File: config.mk
export PLATFORM = sky130hd
export DESIGN_NAME = t1rxe_counter_bank
export DESIGN_NICKNAME = d
export VERILOG_FILES = /design/src/rtl/t1rxe_pkg.sv /design/src/rtl/t1rxe_counter_bank.sv /design/src/rtl/t1rxe_sat_counter.sv /design/src/rtl/t1rxe_sef_detect.sv
export VERILOG_INCLUDE_DIRS = /design/src /design/src/rtl
export SDC_FILE = /design/constraint.sdc
export NUM_CORES = 1
export LEC_CHECK = 0
export ABC_AREA = 1
export BUFFER_PORTS_ARGS = -buffer_cell sky130_fd_sc_hd__clkbuf_2
export CAP_MARGIN = 10
export CORE_MARGIN = 2
export CORE_UTILIZATION = 45
export DETAILED_ROUTE_END_ITERATION = 12
export PLACE_DENSITY = 0.7
export SLEW_MARGIN = 20
export SYNTH_ARGS = -nofsm -noshare
export SYNTH_HDL_FRONTEND = slang
export SYNTH_SLANG_ARGS = --single-unit
export TNS_END_PERCENT = 10
File: constraint.sdc
create_clock -name i_clk -period 2.3 [get_ports i_clk]
set_clock_uncertainty 0.05 [all_clocks]
set_input_delay 0.46 -clock i_clk [delete_from_list [all_inputs] [get_ports i_clk]]
set_output_delay 0.46 -clock i_clk [all_outputs]
set_load 0.01 [all_outputs]
File: src/rtl/t1rxe_defines.svh
// t1rxe_defines.svh: offsets, field positions, reset values and timing counts
// assumes: included by bare name from the counter bank files
`ifndef T1RXE_DEFINES_SVH
`define T1RXE_DEFINES_SVH

// register indices as printed; byte address is four times the index
`define T1RXE_IDX_SEF         12'h904
`define T1RXE_IDX_CRC_HIGH    12'h905
`define T1RXE_IDX_CRC_LOW     12'h906
`define T1RXE_IDX_CONFIG      12'h900
// byte addresses
`define T1RXE_ADDR_SEF        14'h2410
`define T1RXE_ADDR_CRC_HIGH   14'h2414
`define T1RXE_ADDR_CRC_LOW    14'h2418
`define T1RXE_ADDR_CONFIG     14'h2400
// config register fields
`define T1RXE_CFG_ESF_BIT     0
`define T1RXE_CFG_RESET       8'h00
// counter reset values
`define T1RXE_SEF_RESET       8'h00
`define T1RXE_CRC_RESET       16'h0000
// errored-frame run lengths that declare a severely errored frame
`define T1RXE_SF_RUN_FRAMES   6
`define T1RXE_ESF_RUN_FRAMES  24
// run durations in microseconds, as printed
`define T1RXE_SF_RUN_US       750
`define T1RXE_ESF_RUN_US      3000
// AXI responses
`define T1RXE_RESP_OKAY       2'h0
`define T1RXE_RESP_SLVERR     2'h2

`endif

File: src/rtl/t1rxe_pkg.sv
// t1rxe_pkg.sv: types shared by the receive error counter bank
// assumes: constants come from t1rxe_defines.svh
package t1rxe_pkg;

   // register selector decoded from a read address
   typedef enum logic [1:0] {
      T1RXE_SEL_NONE,
      T1RXE_SEL_SEF,
      T1RXE_SEL_CRC_HIGH,
      T1RXE_SEL_CRC_LOW
   } t1rxe_sel_t;

   // per-frame strobes from the receive framer
   typedef struct packed {
      logic frame_end;  // one pulse per received frame
      logic frame_err;  // framing bit of this frame in error, valid with frame_end
      logic crc_err;    // one CRC-6 synchronization-bit error
   } t1rxe_evt_t;

endpackage

File: src/rtl/t1rxe_counter_bank.sv
// t1rxe_counter_bank.sv: receive error counter bank behind an AXI4-Lite slave
// assumes: framer strobes on i_clk, one cycle wide; master keeps AXI valid rules
`timescale 1ns/1ns
`default_nettype none
`include "t1rxe_defines.svh"

// Behaviour
// - keep an 8-bit count of severely errored frames since its last read
// - reading the severe frame count returns it and then zeroes it
// - SF format declares after six errored terminal framing bits in a row
// - EXTENDED_SUPERFRAME_FORMAT format declares after 24 errored pattern sequence bits in a row
// - count CRC-6 errors in 16 bits; high register shows bits 15 to 8
// - low register shows bits 7 to 0 of the CRC-6 count
// - the 16-bit CRC-6 count holds errors since the last high-byte read, which clears it
// - high read clears the 16-bit count; the low read that follows returns the held low byte
module t1rxe_counter_bank
(
   input  wire logic                 i_clk,
   input  wire logic                 i_rst_b,
   input  wire logic                 i_ce,
   input  wire t1rxe_pkg::t1rxe_evt_t i_evt,
   // AXI4-Lite write channels
   input  wire logic          [13:0] i_awaddr,
   input  wire logic                 i_awvalid,
   output logic                      o_awready,
   input  wire logic          [31:0] i_wdata,
   input  wire logic           [3:0] i_wstrb,
   input  wire logic                 i_wvalid,
   output logic                      o_wready,
   output logic               [1:0]  o_bresp,
   output logic                      o_bvalid,
   input  wire logic                 i_bready,
   // AXI4-Lite read channels
   input  wire logic          [13:0] i_araddr,
   input  wire logic                 i_arvalid,
   output logic                      o_arready,
   output logic              [31:0]  o_rdata,
   output logic               [1:0]  o_rresp,
   output logic                      o_rvalid,
   input  wire logic                 i_rready,
   // severe frame declaration, for other monitors
   output logic                      o_sef
);
   import t1rxe_pkg::*;

   // decode a read address into a counter selector
   function automatic t1rxe_sel_t dec_sel(input logic [13:0] a);
      unique case (a)
         `T1RXE_ADDR_SEF:      dec_sel = T1RXE_SEL_SEF;
         `T1RXE_ADDR_CRC_HIGH: dec_sel = T1RXE_SEL_CRC_HIGH;
         `T1RXE_ADDR_CRC_LOW:  dec_sel = T1RXE_SEL_CRC_LOW;
         default:              dec_sel = T1RXE_SEL_NONE;
      endcase
   endfunction

   logic [7:0]  cfg;
   logic        esf_mode;
   logic [7:0]  sef_count;
   logic [15:0] crc_count;
   logic [7:0]  crc_low_held;
   logic        low_held;
   logic        aw_got;
   logic        w_got;
   logic [13:0] aw_addr;
   logic [31:0] w_data;
   logic [3:0]  w_strb;
   logic        rd_take;
   logic        wr_fire;
   logic        clr_sef;
   logic        clr_crc;
   t1rxe_sel_t  rd_sel;

   assign esf_mode = cfg[`T1RXE_CFG_ESF_BIT];

   // framing run detector feeding the severe frame counter
   t1rxe_sef_detect u_detect
   (
      .i_clk       (i_clk),
      .i_rst_b     (i_rst_b),
      .i_ce        (i_ce),
      .i_esf       (esf_mode),
      .i_frame_end (i_evt.frame_end),
      .i_frame_err (i_evt.frame_err),
      .o_sef       (o_sef)
   );

   // 8-bit severe frame count, cleared by its own read
   t1rxe_sat_counter #(.W(8)) u_sef_cnt
   (
      .i_clk   (i_clk),
      .i_rst_b (i_rst_b),
      .i_ce    (i_ce),
      .i_inc   (o_sef),
      .i_clr   (clr_sef),
      .o_count (sef_count)
   );

   // 16-bit CRC-6 count, cleared when the high byte is read
   t1rxe_sat_counter #(.W(16)) u_crc_cnt
   (
      .i_clk   (i_clk),
      .i_rst_b (i_rst_b),
      .i_ce    (i_ce),
      .i_inc   (i_evt.crc_err),
      .i_clr   (clr_crc),
      .o_count (crc_count)
   );

   // read channel: one read at a time, answered the cycle after arvalid
   assign o_arready = !o_rvalid;
   assign rd_take   = i_ce && i_arvalid && o_arready;
   assign rd_sel    = dec_sel(i_araddr);
   assign clr_sef   = rd_take && rd_sel == T1RXE_SEL_SEF;
   // the high-byte read snapshots the count and restarts it at once, so
   // nothing is lost between the two byte reads
   assign clr_crc   = rd_take && rd_sel == T1RXE_SEL_CRC_HIGH;

   // low-byte snapshot taken with the high byte, kept until the low read
   always_ff @(posedge i_clk)
   begin
      if (!i_rst_b)
      begin
         crc_low_held <= 8'h00;
         low_held     <= 1'b0;
      end
      else if (i_ce && rd_take)
      begin
         if (rd_sel == T1RXE_SEL_CRC_HIGH)
         begin
            crc_low_held <= crc_count[7:0];
            low_held     <= 1'b1;
         end
         else if (rd_sel == T1RXE_SEL_CRC_LOW)
            low_held     <= 1'b0;           // pair finished
      end
   end

   // read data: registered with the request
   always_ff @(posedge i_clk)
   begin
      if (!i_rst_b)
      begin
         o_rvalid <= 1'b0;
         o_rdata  <= 32'h0000_0000;
         o_rresp  <= `T1RXE_RESP_OKAY;
      end
      else if (i_ce)
      begin
         if (o_rvalid && i_rready)
            o_rvalid <= 1'b0;
         if (rd_take)
         begin
            o_rvalid <= 1'b1;
            o_rresp  <= `T1RXE_RESP_OKAY;
            unique case (rd_sel)
               T1RXE_SEL_SEF:
                  o_rdata <= {24'h000000, sef_count};
               T1RXE_SEL_CRC_HIGH:
                  o_rdata <= {24'h000000, crc_count[15:8]};
               T1RXE_SEL_CRC_LOW:
                  // a low read without a high read first sees the live count
                  // and leaves it running; only a high-byte read clears
                  o_rdata <= {24'h000000,
                              low_held ? crc_low_held : crc_count[7:0]};
               T1RXE_SEL_NONE:
               begin
                  if (i_araddr == `T1RXE_ADDR_CONFIG)
                     o_rdata <= {24'h000000, cfg};
                  else
                  begin
                     o_rdata <= 32'h0000_0000;
                     o_rresp <= `T1RXE_RESP_SLVERR;
                  end
               end
            endcase
         end
      end
   end

   // write channel: address and data taken in either order, then response
   assign o_awready = !aw_got && !o_bvalid;
   assign o_wready  = !w_got && !o_bvalid;
   assign wr_fire   = aw_got && w_got && !o_bvalid;

   always_ff @(posedge i_clk)
   begin
      if (!i_rst_b)
      begin
         aw_got   <= 1'b0;
         w_got    <= 1'b0;
         aw_addr  <= 14'h0000;
         w_data   <= 32'h0000_0000;
         w_strb   <= 4'h0;
         o_bvalid <= 1'b0;
         o_bresp  <= `T1RXE_RESP_OKAY;
      end
      else if (i_ce)
      begin
         if (i_awvalid && o_awready)
         begin
            aw_got  <= 1'b1;
            aw_addr <= i_awaddr;
         end
         if (i_wvalid && o_wready)
         begin
            w_got  <= 1'b1;
            w_data <= i_wdata;
            w_strb <= i_wstrb;
         end
         if (wr_fire)
         begin
            aw_got   <= 1'b0;
            w_got    <= 1'b0;
            o_bvalid <= 1'b1;
            // counters are read-only; only config accepts writes
            o_bresp  <= (aw_addr == `T1RXE_ADDR_CONFIG) ? `T1RXE_RESP_OKAY
                                                        : `T1RXE_RESP_SLVERR;
         end
         else if (o_bvalid && i_bready)
            o_bvalid <= 1'b0;
      end
   end

   // configuration register: framing format select
   always_ff @(posedge i_clk)
   begin
      if (!i_rst_b)
         cfg <= `T1RXE_CFG_RESET;
      else if (i_ce && wr_fire && aw_addr == `T1RXE_ADDR_CONFIG && w_strb[0])
         cfg <= w_data[7:0];
   end

   chk_sef_read_clears: assert property (@(posedge i_clk) disable iff (!i_rst_b)
      (clr_sef && !o_sef) |=> sef_count == 8'h00)
      else $error("severe count not cleared by read");

   chk_sef_read_value: assert property (@(posedge i_clk) disable iff (!i_rst_b)
      clr_sef |=> o_rvalid && o_rdata[7:0] == $past(sef_count))
      else $error("severe count read wrong");

   chk_high_byte_data: assert property (@(posedge i_clk) disable iff (!i_rst_b)
      clr_crc |=> o_rdata == {24'h000000, $past(crc_count[15:8])})
      else $error("high byte wrong");

   chk_low_pair_match: assert property (@(posedge i_clk) disable iff (!i_rst_b)
      (rd_take && rd_sel == T1RXE_SEL_CRC_LOW && low_held)
      |=> o_rdata[7:0] == $past(crc_low_held))
      else $error("low byte not matched to high read");

   chk_crc_clear_high: assert property (@(posedge i_clk) disable iff (!i_rst_b)
      (clr_crc && !i_evt.crc_err) |=> crc_count == 16'h0000)
      else $error("crc count not cleared");

   chk_low_unpaired: assert property (@(posedge i_clk) disable iff (!i_rst_b)
      (rd_take && rd_sel == T1RXE_SEL_CRC_LOW && !low_held)
      |=> o_rdata[7:0] == $past(crc_count[7:0]))
      else $error("low byte wrong");

   chk_pair_done: assert property (@(posedge i_clk) disable iff (!i_rst_b)
      (i_ce && rd_take && rd_sel == T1RXE_SEL_CRC_LOW) |=> !low_held)
      else $error("pair not finished");

   chk_read_answer: assert property (@(posedge i_clk) disable iff (!i_rst_b)
      rd_take |=> o_rvalid)
      else $error("read not answered");

endmodule
`default_nettype wire

File: src/rtl/t1rxe_sat_counter.sv
// t1rxe_sat_counter.sv: saturating event counter with clear
// assumes: clear and increment in one cycle leave a count of one
`timescale 1ns/1ns
`default_nettype none
`include "t1rxe_defines.svh"

module t1rxe_sat_counter
#(
   parameter int W = 8
)
(
   input  wire logic         i_clk,
   input  wire logic         i_rst_b,
   input  wire logic         i_ce,
   input  wire logic         i_inc,
   input  wire logic         i_clr,
   output logic      [W-1:0] o_count
);
   import t1rxe_pkg::*;

   // a clear in the same cycle as an event keeps that event
   always_ff @(posedge i_clk)
   begin
      if (!i_rst_b)
         o_count <= '0;
      else if (i_ce)
      begin
         if (i_clr)
            o_count <= i_inc ? W'(1) : '0;
         else if (i_inc && o_count != '1)
            o_count <= o_count + W'(1); // saturate at all ones
      end
   end

   chk_count_saturates: assert property (@(posedge i_clk) disable iff (!i_rst_b)
      (i_ce && !i_clr && o_count == '1) |=> o_count == '1)
      else $error("counter wrapped");

   chk_clear_keeps_evt: assert property (@(posedge i_clk) disable iff (!i_rst_b)
      (i_ce && i_clr) |=> o_count == ($past(i_inc) ? W'(1) : W'(0)))
      else $error("clear lost event");

endmodule
`default_nettype wire

File: src/rtl/t1rxe_sef_detect.sv
// t1rxe_sef_detect.sv: declares a severely errored frame from errored-frame runs
// assumes: strobes are synchronous to i_clk and one cycle wide
`timescale 1ns/1ns
`default_nettype none
`include "t1rxe_defines.svh"

module t1rxe_sef_detect
#(
   parameter int SF_RUN  = `T1RXE_SF_RUN_FRAMES,
   parameter int ESF_RUN = `T1RXE_ESF_RUN_FRAMES
)
(
   input  wire logic i_clk,
   input  wire logic i_rst_b,
   input  wire logic i_ce,
   input  wire logic i_esf,
   input  wire logic i_frame_end,
   input  wire logic i_frame_err,
   output logic      o_sef
);
   import t1rxe_pkg::*;

   logic [4:0] run;
   logic [4:0] target;

   // SF needs 6 (0.75 ms) and EXTENDED_SUPERFRAME_FORMAT 24 (3 ms) errored frames in a row
   assign target = i_esf ? 5'(ESF_RUN) : 5'(SF_RUN);

   // run counter restarts on any good frame; one event per completed run
   always_ff @(posedge i_clk)
   begin
      if (!i_rst_b)
      begin
         run   <= 5'h00;
         o_sef <= 1'b0;
      end
      else if (i_ce)
      begin
         o_sef <= 1'b0;
         if (i_frame_end)
         begin
            if (!i_frame_err)
               run <= 5'h00;
            else if (run + 5'h01 >= target)
            begin
               run   <= 5'h00; // next run begins fresh, so events are contiguous windows
               o_sef <= 1'b1;
            end
            else
               run <= run + 5'h01;
         end
      end
   end

   // six errored SF frames in a row raise exactly one declaration
   chk_sf_run_length: assert property (@(posedge i_clk) disable iff (!i_rst_b)
      (i_ce && !i_esf && i_frame_end && i_frame_err && run == 5'(SF_RUN - 1))
      |=> o_sef)
      else $error("sf run did not declare");

   chk_sef_needs_err: assert property (@(posedge i_clk) disable iff (!i_rst_b)
      $rose(o_sef) |-> $past(i_frame_err) && $past(i_frame_end))
      else $error("declaration without errored frame");

endmodule
`default_nettype wire
# == Yosys cells after proc, flatten, opt, wreduce, memory -nomap -nowiden ==
# Cells that the tools add are included.
# totals
ff_bits,110
word_cells,103
# classes
addsub,3
order_cmp,1
eq_ne,10
muxes,29
reduce_logical,43
# op_table
operator,n
32-bit one-hot mux with 4 select lines,1
14-bit == test (second input constant),5
16-bit two-way mux,2
8-bit two-way mux,4
2-bit AND reduction,13
1-bit logical AND,18
16-bit by 1-bit adder with 16-bit output (second input constant),1
16-bit != test (second input constant),1
1-bit two-way mux,15
5-bit two-way mux,3
2-bit nonzero test,7
8-bit by 1-bit adder with 8-bit output (second input constant),1
8-bit != test (second input constant),1
2-bit two-way mux,3
2-bit one-hot mux with 3 select lines,1
5-bit by 1-bit adder with 5-bit output (second input constant),1
5-bit >= comparator,1
2-bit == test (second input constant),2
1-bit logical NOT,4
2-bit by 1-bit == test with 1-bit output (second input constant),1
2-bit logical NOT,1

# == Longest topological paths before layout ==
# depth
ltp_word,6
ltp_mapped,11
depth_no_buf,11

# == Modules after synthesis ==
# A second synthesis with hierarchy kept.
# hier_totals
hier_cells,744
area_unflattened_um2,4976.0
# modules_own_cells
mod,instances,cells_per_inst,area_per_inst_um2,seq_area_each_um2
t1rxe_counter_bank,1,399,2798.9,1081.0
t1rxe_sat_counter (u_crc_cnt),1,184,1183.6,320.3
t1rxe_sat_counter (u_sef_cnt),1,91,539.3,160.2
t1rxe_sef_detect,1,70,454.2,120.1

# == Worst setup path before layout ==
# Ideal clock, no wire load.
# synth_path
kind,reg-to-reg
startpoint,register u_detect.run[0]
endpoint,register u_detect.run[1]
setup_time_ns,0.070
t_arrival_ns,1.719
required_time_ns,2.180
slack_ns,0.461
path_stages_with_launch,12
n_path_buf,0
cell_sequence,dfxtp_1 ha_1 nand3_1 xnor2_1 ha_1 nand2_1 inv_1 o21ai_0 nand3_1 nor2_1 nand2_1 a21oi_1
# synth_between
elab_chain_len,4
# synth_lines
element,line,source
"start, declared",t1rxe_sef_detect.sv:23,logic [4:0] run;
"start signal, assigned",t1rxe_sef_detect.sv:50,run <= run + 5'h01;
5-bit by 1-bit adder with 5-bit output *,"t1rxe_sef_detect.sv:44, t1rxe_sef_detect.sv:50",
5-bit >= comparator,t1rxe_sef_detect.sv:44,else if (run + 5'h01 >= target)
5-bit two-way mux *,t1rxe_sef_detect.sv:44,
5-bit two-way mux *,t1rxe_sef_detect.sv:42,if (!i_frame_err)
# Mark *: on every way between the ends. The rest lies on a longest branch, timed or not.
# A chain may end at the register's enable or synchronous reset.

# == Worst setup path after layout ==
# layout_path
startpoint,register u_detect.run[0]
endpoint,register u_detect.run[2]
# Same word-level chain as after synthesis.

==> out/results.ini <==
[sta]
setup_viol = 0
slew_headroom_pct = 66.8
worst_pin_slew_ns = 0.496
hold_viol = 0
layout_setup_ws_ns = 0.277
whs_ns = 0.293
setup_tns_ns = 0
layout_min_cycle_time_ns = 2.02
fmax_ghz = 0.494
period_share_pct = 88.0
rsz0062_at_grt = no
drv_slew = 0

[finish]
multi_input_area_um2 = 2410
fin_cells = 864
regArea_um2 = 1680
syn_to_final_growth_pct = 13.0
post-route-util_pct = 52.4
nets = 808
final_area_um2 = 5120
diodes = 0
fillCellCount = 974
drive_above_1_share_pct = 15.3

[synthesis]
syn_inst = 666
synth-seq-area-share_pct = 37.1
synth.distinct_cells = 35
synth-seq-cells = 84
yosysWarnings = 0
syn_area_per_cell_um2 = 6.80
synthesis.area_um2 = 4530

[placement]
port_buffers = 63
preCtsSetupSlack_ns = 0.183
place_congestion = 0.927
dp.cells = 848
post_dp_cell_area_um2 = 4890
dp_hpwl_mm = 8.24

[pwr]
total_power_mw = 2.91
power.internal_mw = 2.14
swShare_pct = 26.6
ir_drop_mv = 0.302
powerDensity_nw_per_um2 = 569
power.share.sequential_pct = 52.0
share_clk_of_total_power_pct = 39.2
switching_power_mw = 0.776
power_frac_comb_pct = 8.8
cellLeakagePower_nw = 2.12

[global_routing]
overflow = 0
grt_max_degree = 38
first_global_vias = 4056
grt_pass1_wl_mm = 18.4
grt_use_total_pct = 20.4
antenna_found_initial = 0

[setup_path]
cp-start-kind = register
worstPathArrival_ns = 2.26
worstRegToRegCells = 11
crit_path_max_fanout = 5
cp.required_ns = 2.54
criticalPathCategory = reg2reg
endpoint_kind = register

[routing]
drt_pass1_iterations = 8
vias = 4424
drt_wl_total_mm = 10.9
remaining_drc_errors = 0
routed_wire_length_per_instance_um = 12.6
via_per_inst = 5.12
antenna_left = 0
drt_iter0_markers = 272

[floorplan]
die_h_um = 104
initial_core_util_pct = 46.3
dieArea_um2 = 10900
pin_count = 117
die_x_um = 104
num_rows = 36
core_um2 = 9770

[clock_network]
clkTransAtPathRegs_ns = 0.10
clock-root-buffer = clkbuf_8
clock_path_buffers = 2
numCtsBuffers = 9
cts_tree = built
post_cts_buffers = 0
cts.sink_count = 84
h-tree-depth = 3
clock_latency_ns = 0.36
holdBufCountCts = 0

[hold_path]
hold_path_class = in2reg
min_path_cells = 3

[job]
maxCapViolCount = 0

[outcome]
status = completed

cell usage in the layout, fill, tap and decap left out, types with 2 or more instances in the layout:
cell / Yosys / layout
dfxtp_1: 84 / 83
nand2_2: 3 / 3
inv_1: 55 / 55
clkinv_1: 2 / 2
nand3_4: 2 / 2
buf_4: 28 / 10
conb_1: 1 / 26
nand2_1: 136 / 136
nand2_4: 3 / 3
nand3_1: 58 / 58
a21oi_1: 58 / 58
xnor2_1: 2 / 2
nor3_1: 4 / 4
nor2_1: 94 / 93
clkinv_4: 0 / 2
a22oi_1: 2 / 2
ha_1: 7 / 7
clkbuf_2: 0 / 63
inv_2: 3 / 3
o21ai_0: 44 / 44
o21bai_1: 2 / 2
nand4_1: 30 / 30
inv_8: 0 / 2
nor2_4: 4 / 5
nor2_2: 3 / 3
xor2_1: 11 / 11
clkbuf_8: 0 / 10
Yosys cell counts:
cell type | instances | area [um2]
a211oi_1 | 1 | 7.51
a21oi_1 | 58 | 290
a221oi_1 | 1 | 8.76
a22oi_1 | 2 | 15.0
and2_1 | 1 | 6.26
buf_1 | 3 | 11.3
buf_2 | 6 | 30.0
buf_4 | 28 | 210
buf_6 | 1 | 11.3
clkbuf_1 | 12 | 45.0
clkinv_1 | 2 | 7.51
conb_1 | 1 | 3.75
dfxtp_1 | 84 | 1680
ha_1 | 7 | 87.6
inv_1 | 55 | 206
inv_2 | 3 | 11.3
inv_4 | 1 | 6.26
nand2_1 | 136 | 510
nand2_2 | 3 | 18.8
nand2_4 | 3 | 33.8
nand3_1 | 58 | 290
nand3_4 | 2 | 35.0
nand4_1 | 30 | 188
nor2_1 | 94 | 353
nor2_2 | 3 | 18.8
nor2_4 | 4 | 45.0
nor3_1 | 4 | 20.0
o211ai_1 | 1 | 7.51
o21ai_0 | 44 | 220
o21ai_1 | 1 | 5.00
o21ai_2 | 1 | 8.76
o21bai_1 | 2 | 15.0
or3_1 | 1 | 6.26
xnor2_1 | 2 | 17.5
xor2_1 | 11 | 96.3
area by class of cell:
type / count / share of cell area [%]
multi-input combinational: 496 / 47.1
sequential: 84 / 32.9
tap: 133 / 3.25
timing repair buffer: 74 / 8.02
clock inverter: 6 / 1.54
inverter: 61 / 4.52
clock buffer: 10 / 2.69
routing by layer:
layer	global-route usage, %	up-vias	routed length (um)
met2	34.4	140	5220
li1	-	2247	-
met3	5.08	15	760
met4	7.24	0	189
met5	0	-	0
met1	25.1	2022	4740
path summary, 6_finish.rpt:
path | slack, ns | end | startpoint
worst max-delay path | 0.28 | u_detect.run[2] | u_detect.run[0]
worst min-delay path | 0.29 | aw_addr[6] | i_awaddr[6]
worst max register to register | 0.28 | u_detect.run[2] | u_detect.run[0]
worst min register to register | 0.41 | cfg[4] | cfg[4]
power by group through the flow:
stage          logic, mW  registers, mW  clock network, mW
2_1_floorplan      0.199           1.54                  0
3_3_place_gp       0.246           1.55                  0
3_5_place_dp       0.254           1.55                  0
4_1_cts            0.254           1.51               1.17
5_1_grt            0.290           1.52               1.24
6_report           0.255           1.51               1.14
sequential cells by signal, summed over array words and instances, names as in the netlist:
name,count
aw_addr,14
aw_got,1
cfg,8
crc_low_held,8
low_held,1
o_bresp,1
o_bvalid,1
o_rdata,8
o_rresp,1
o_rvalid,1
u_crc_cnt.o_count,16
u_detect.o_sef,1
u_detect.run,5
u_sef_cnt.o_count,8
w_data,8
w_got,1
w_strb,1
logic make-up after synthesis:
kind of cell / share of synthesized area [%]
and+or+nand+nor: 33.7
AOI/OAI and AO/OA: 12.8
buffers and inverters: 11.9
DFF: 37.1
xor gates and xnor gates: 2.51
adders and majority gates: 1.93
other: 0.0828
critical path, cell delays in order, from the launching register on:
cell and delay [ns]:
dfxtp_2 0.38, ha_1 0.19, nand3_1 0.10, xnor2_1 0.20, ha_1 0.28, nand2_1 0.07
inv_1 0.04, o21ai_0 0.11, nand3_1 0.19, nor2_4 0.16, nand2_1 0.06, a21oi_1 0.12
what timing repair did:
action / in CTS / in global routing
resized for setup: 0 / 3
hold endpoints to repair: 0 / 0
setup endpoints to repair: 0 / 4
Power figures use the tool's default switching activity.
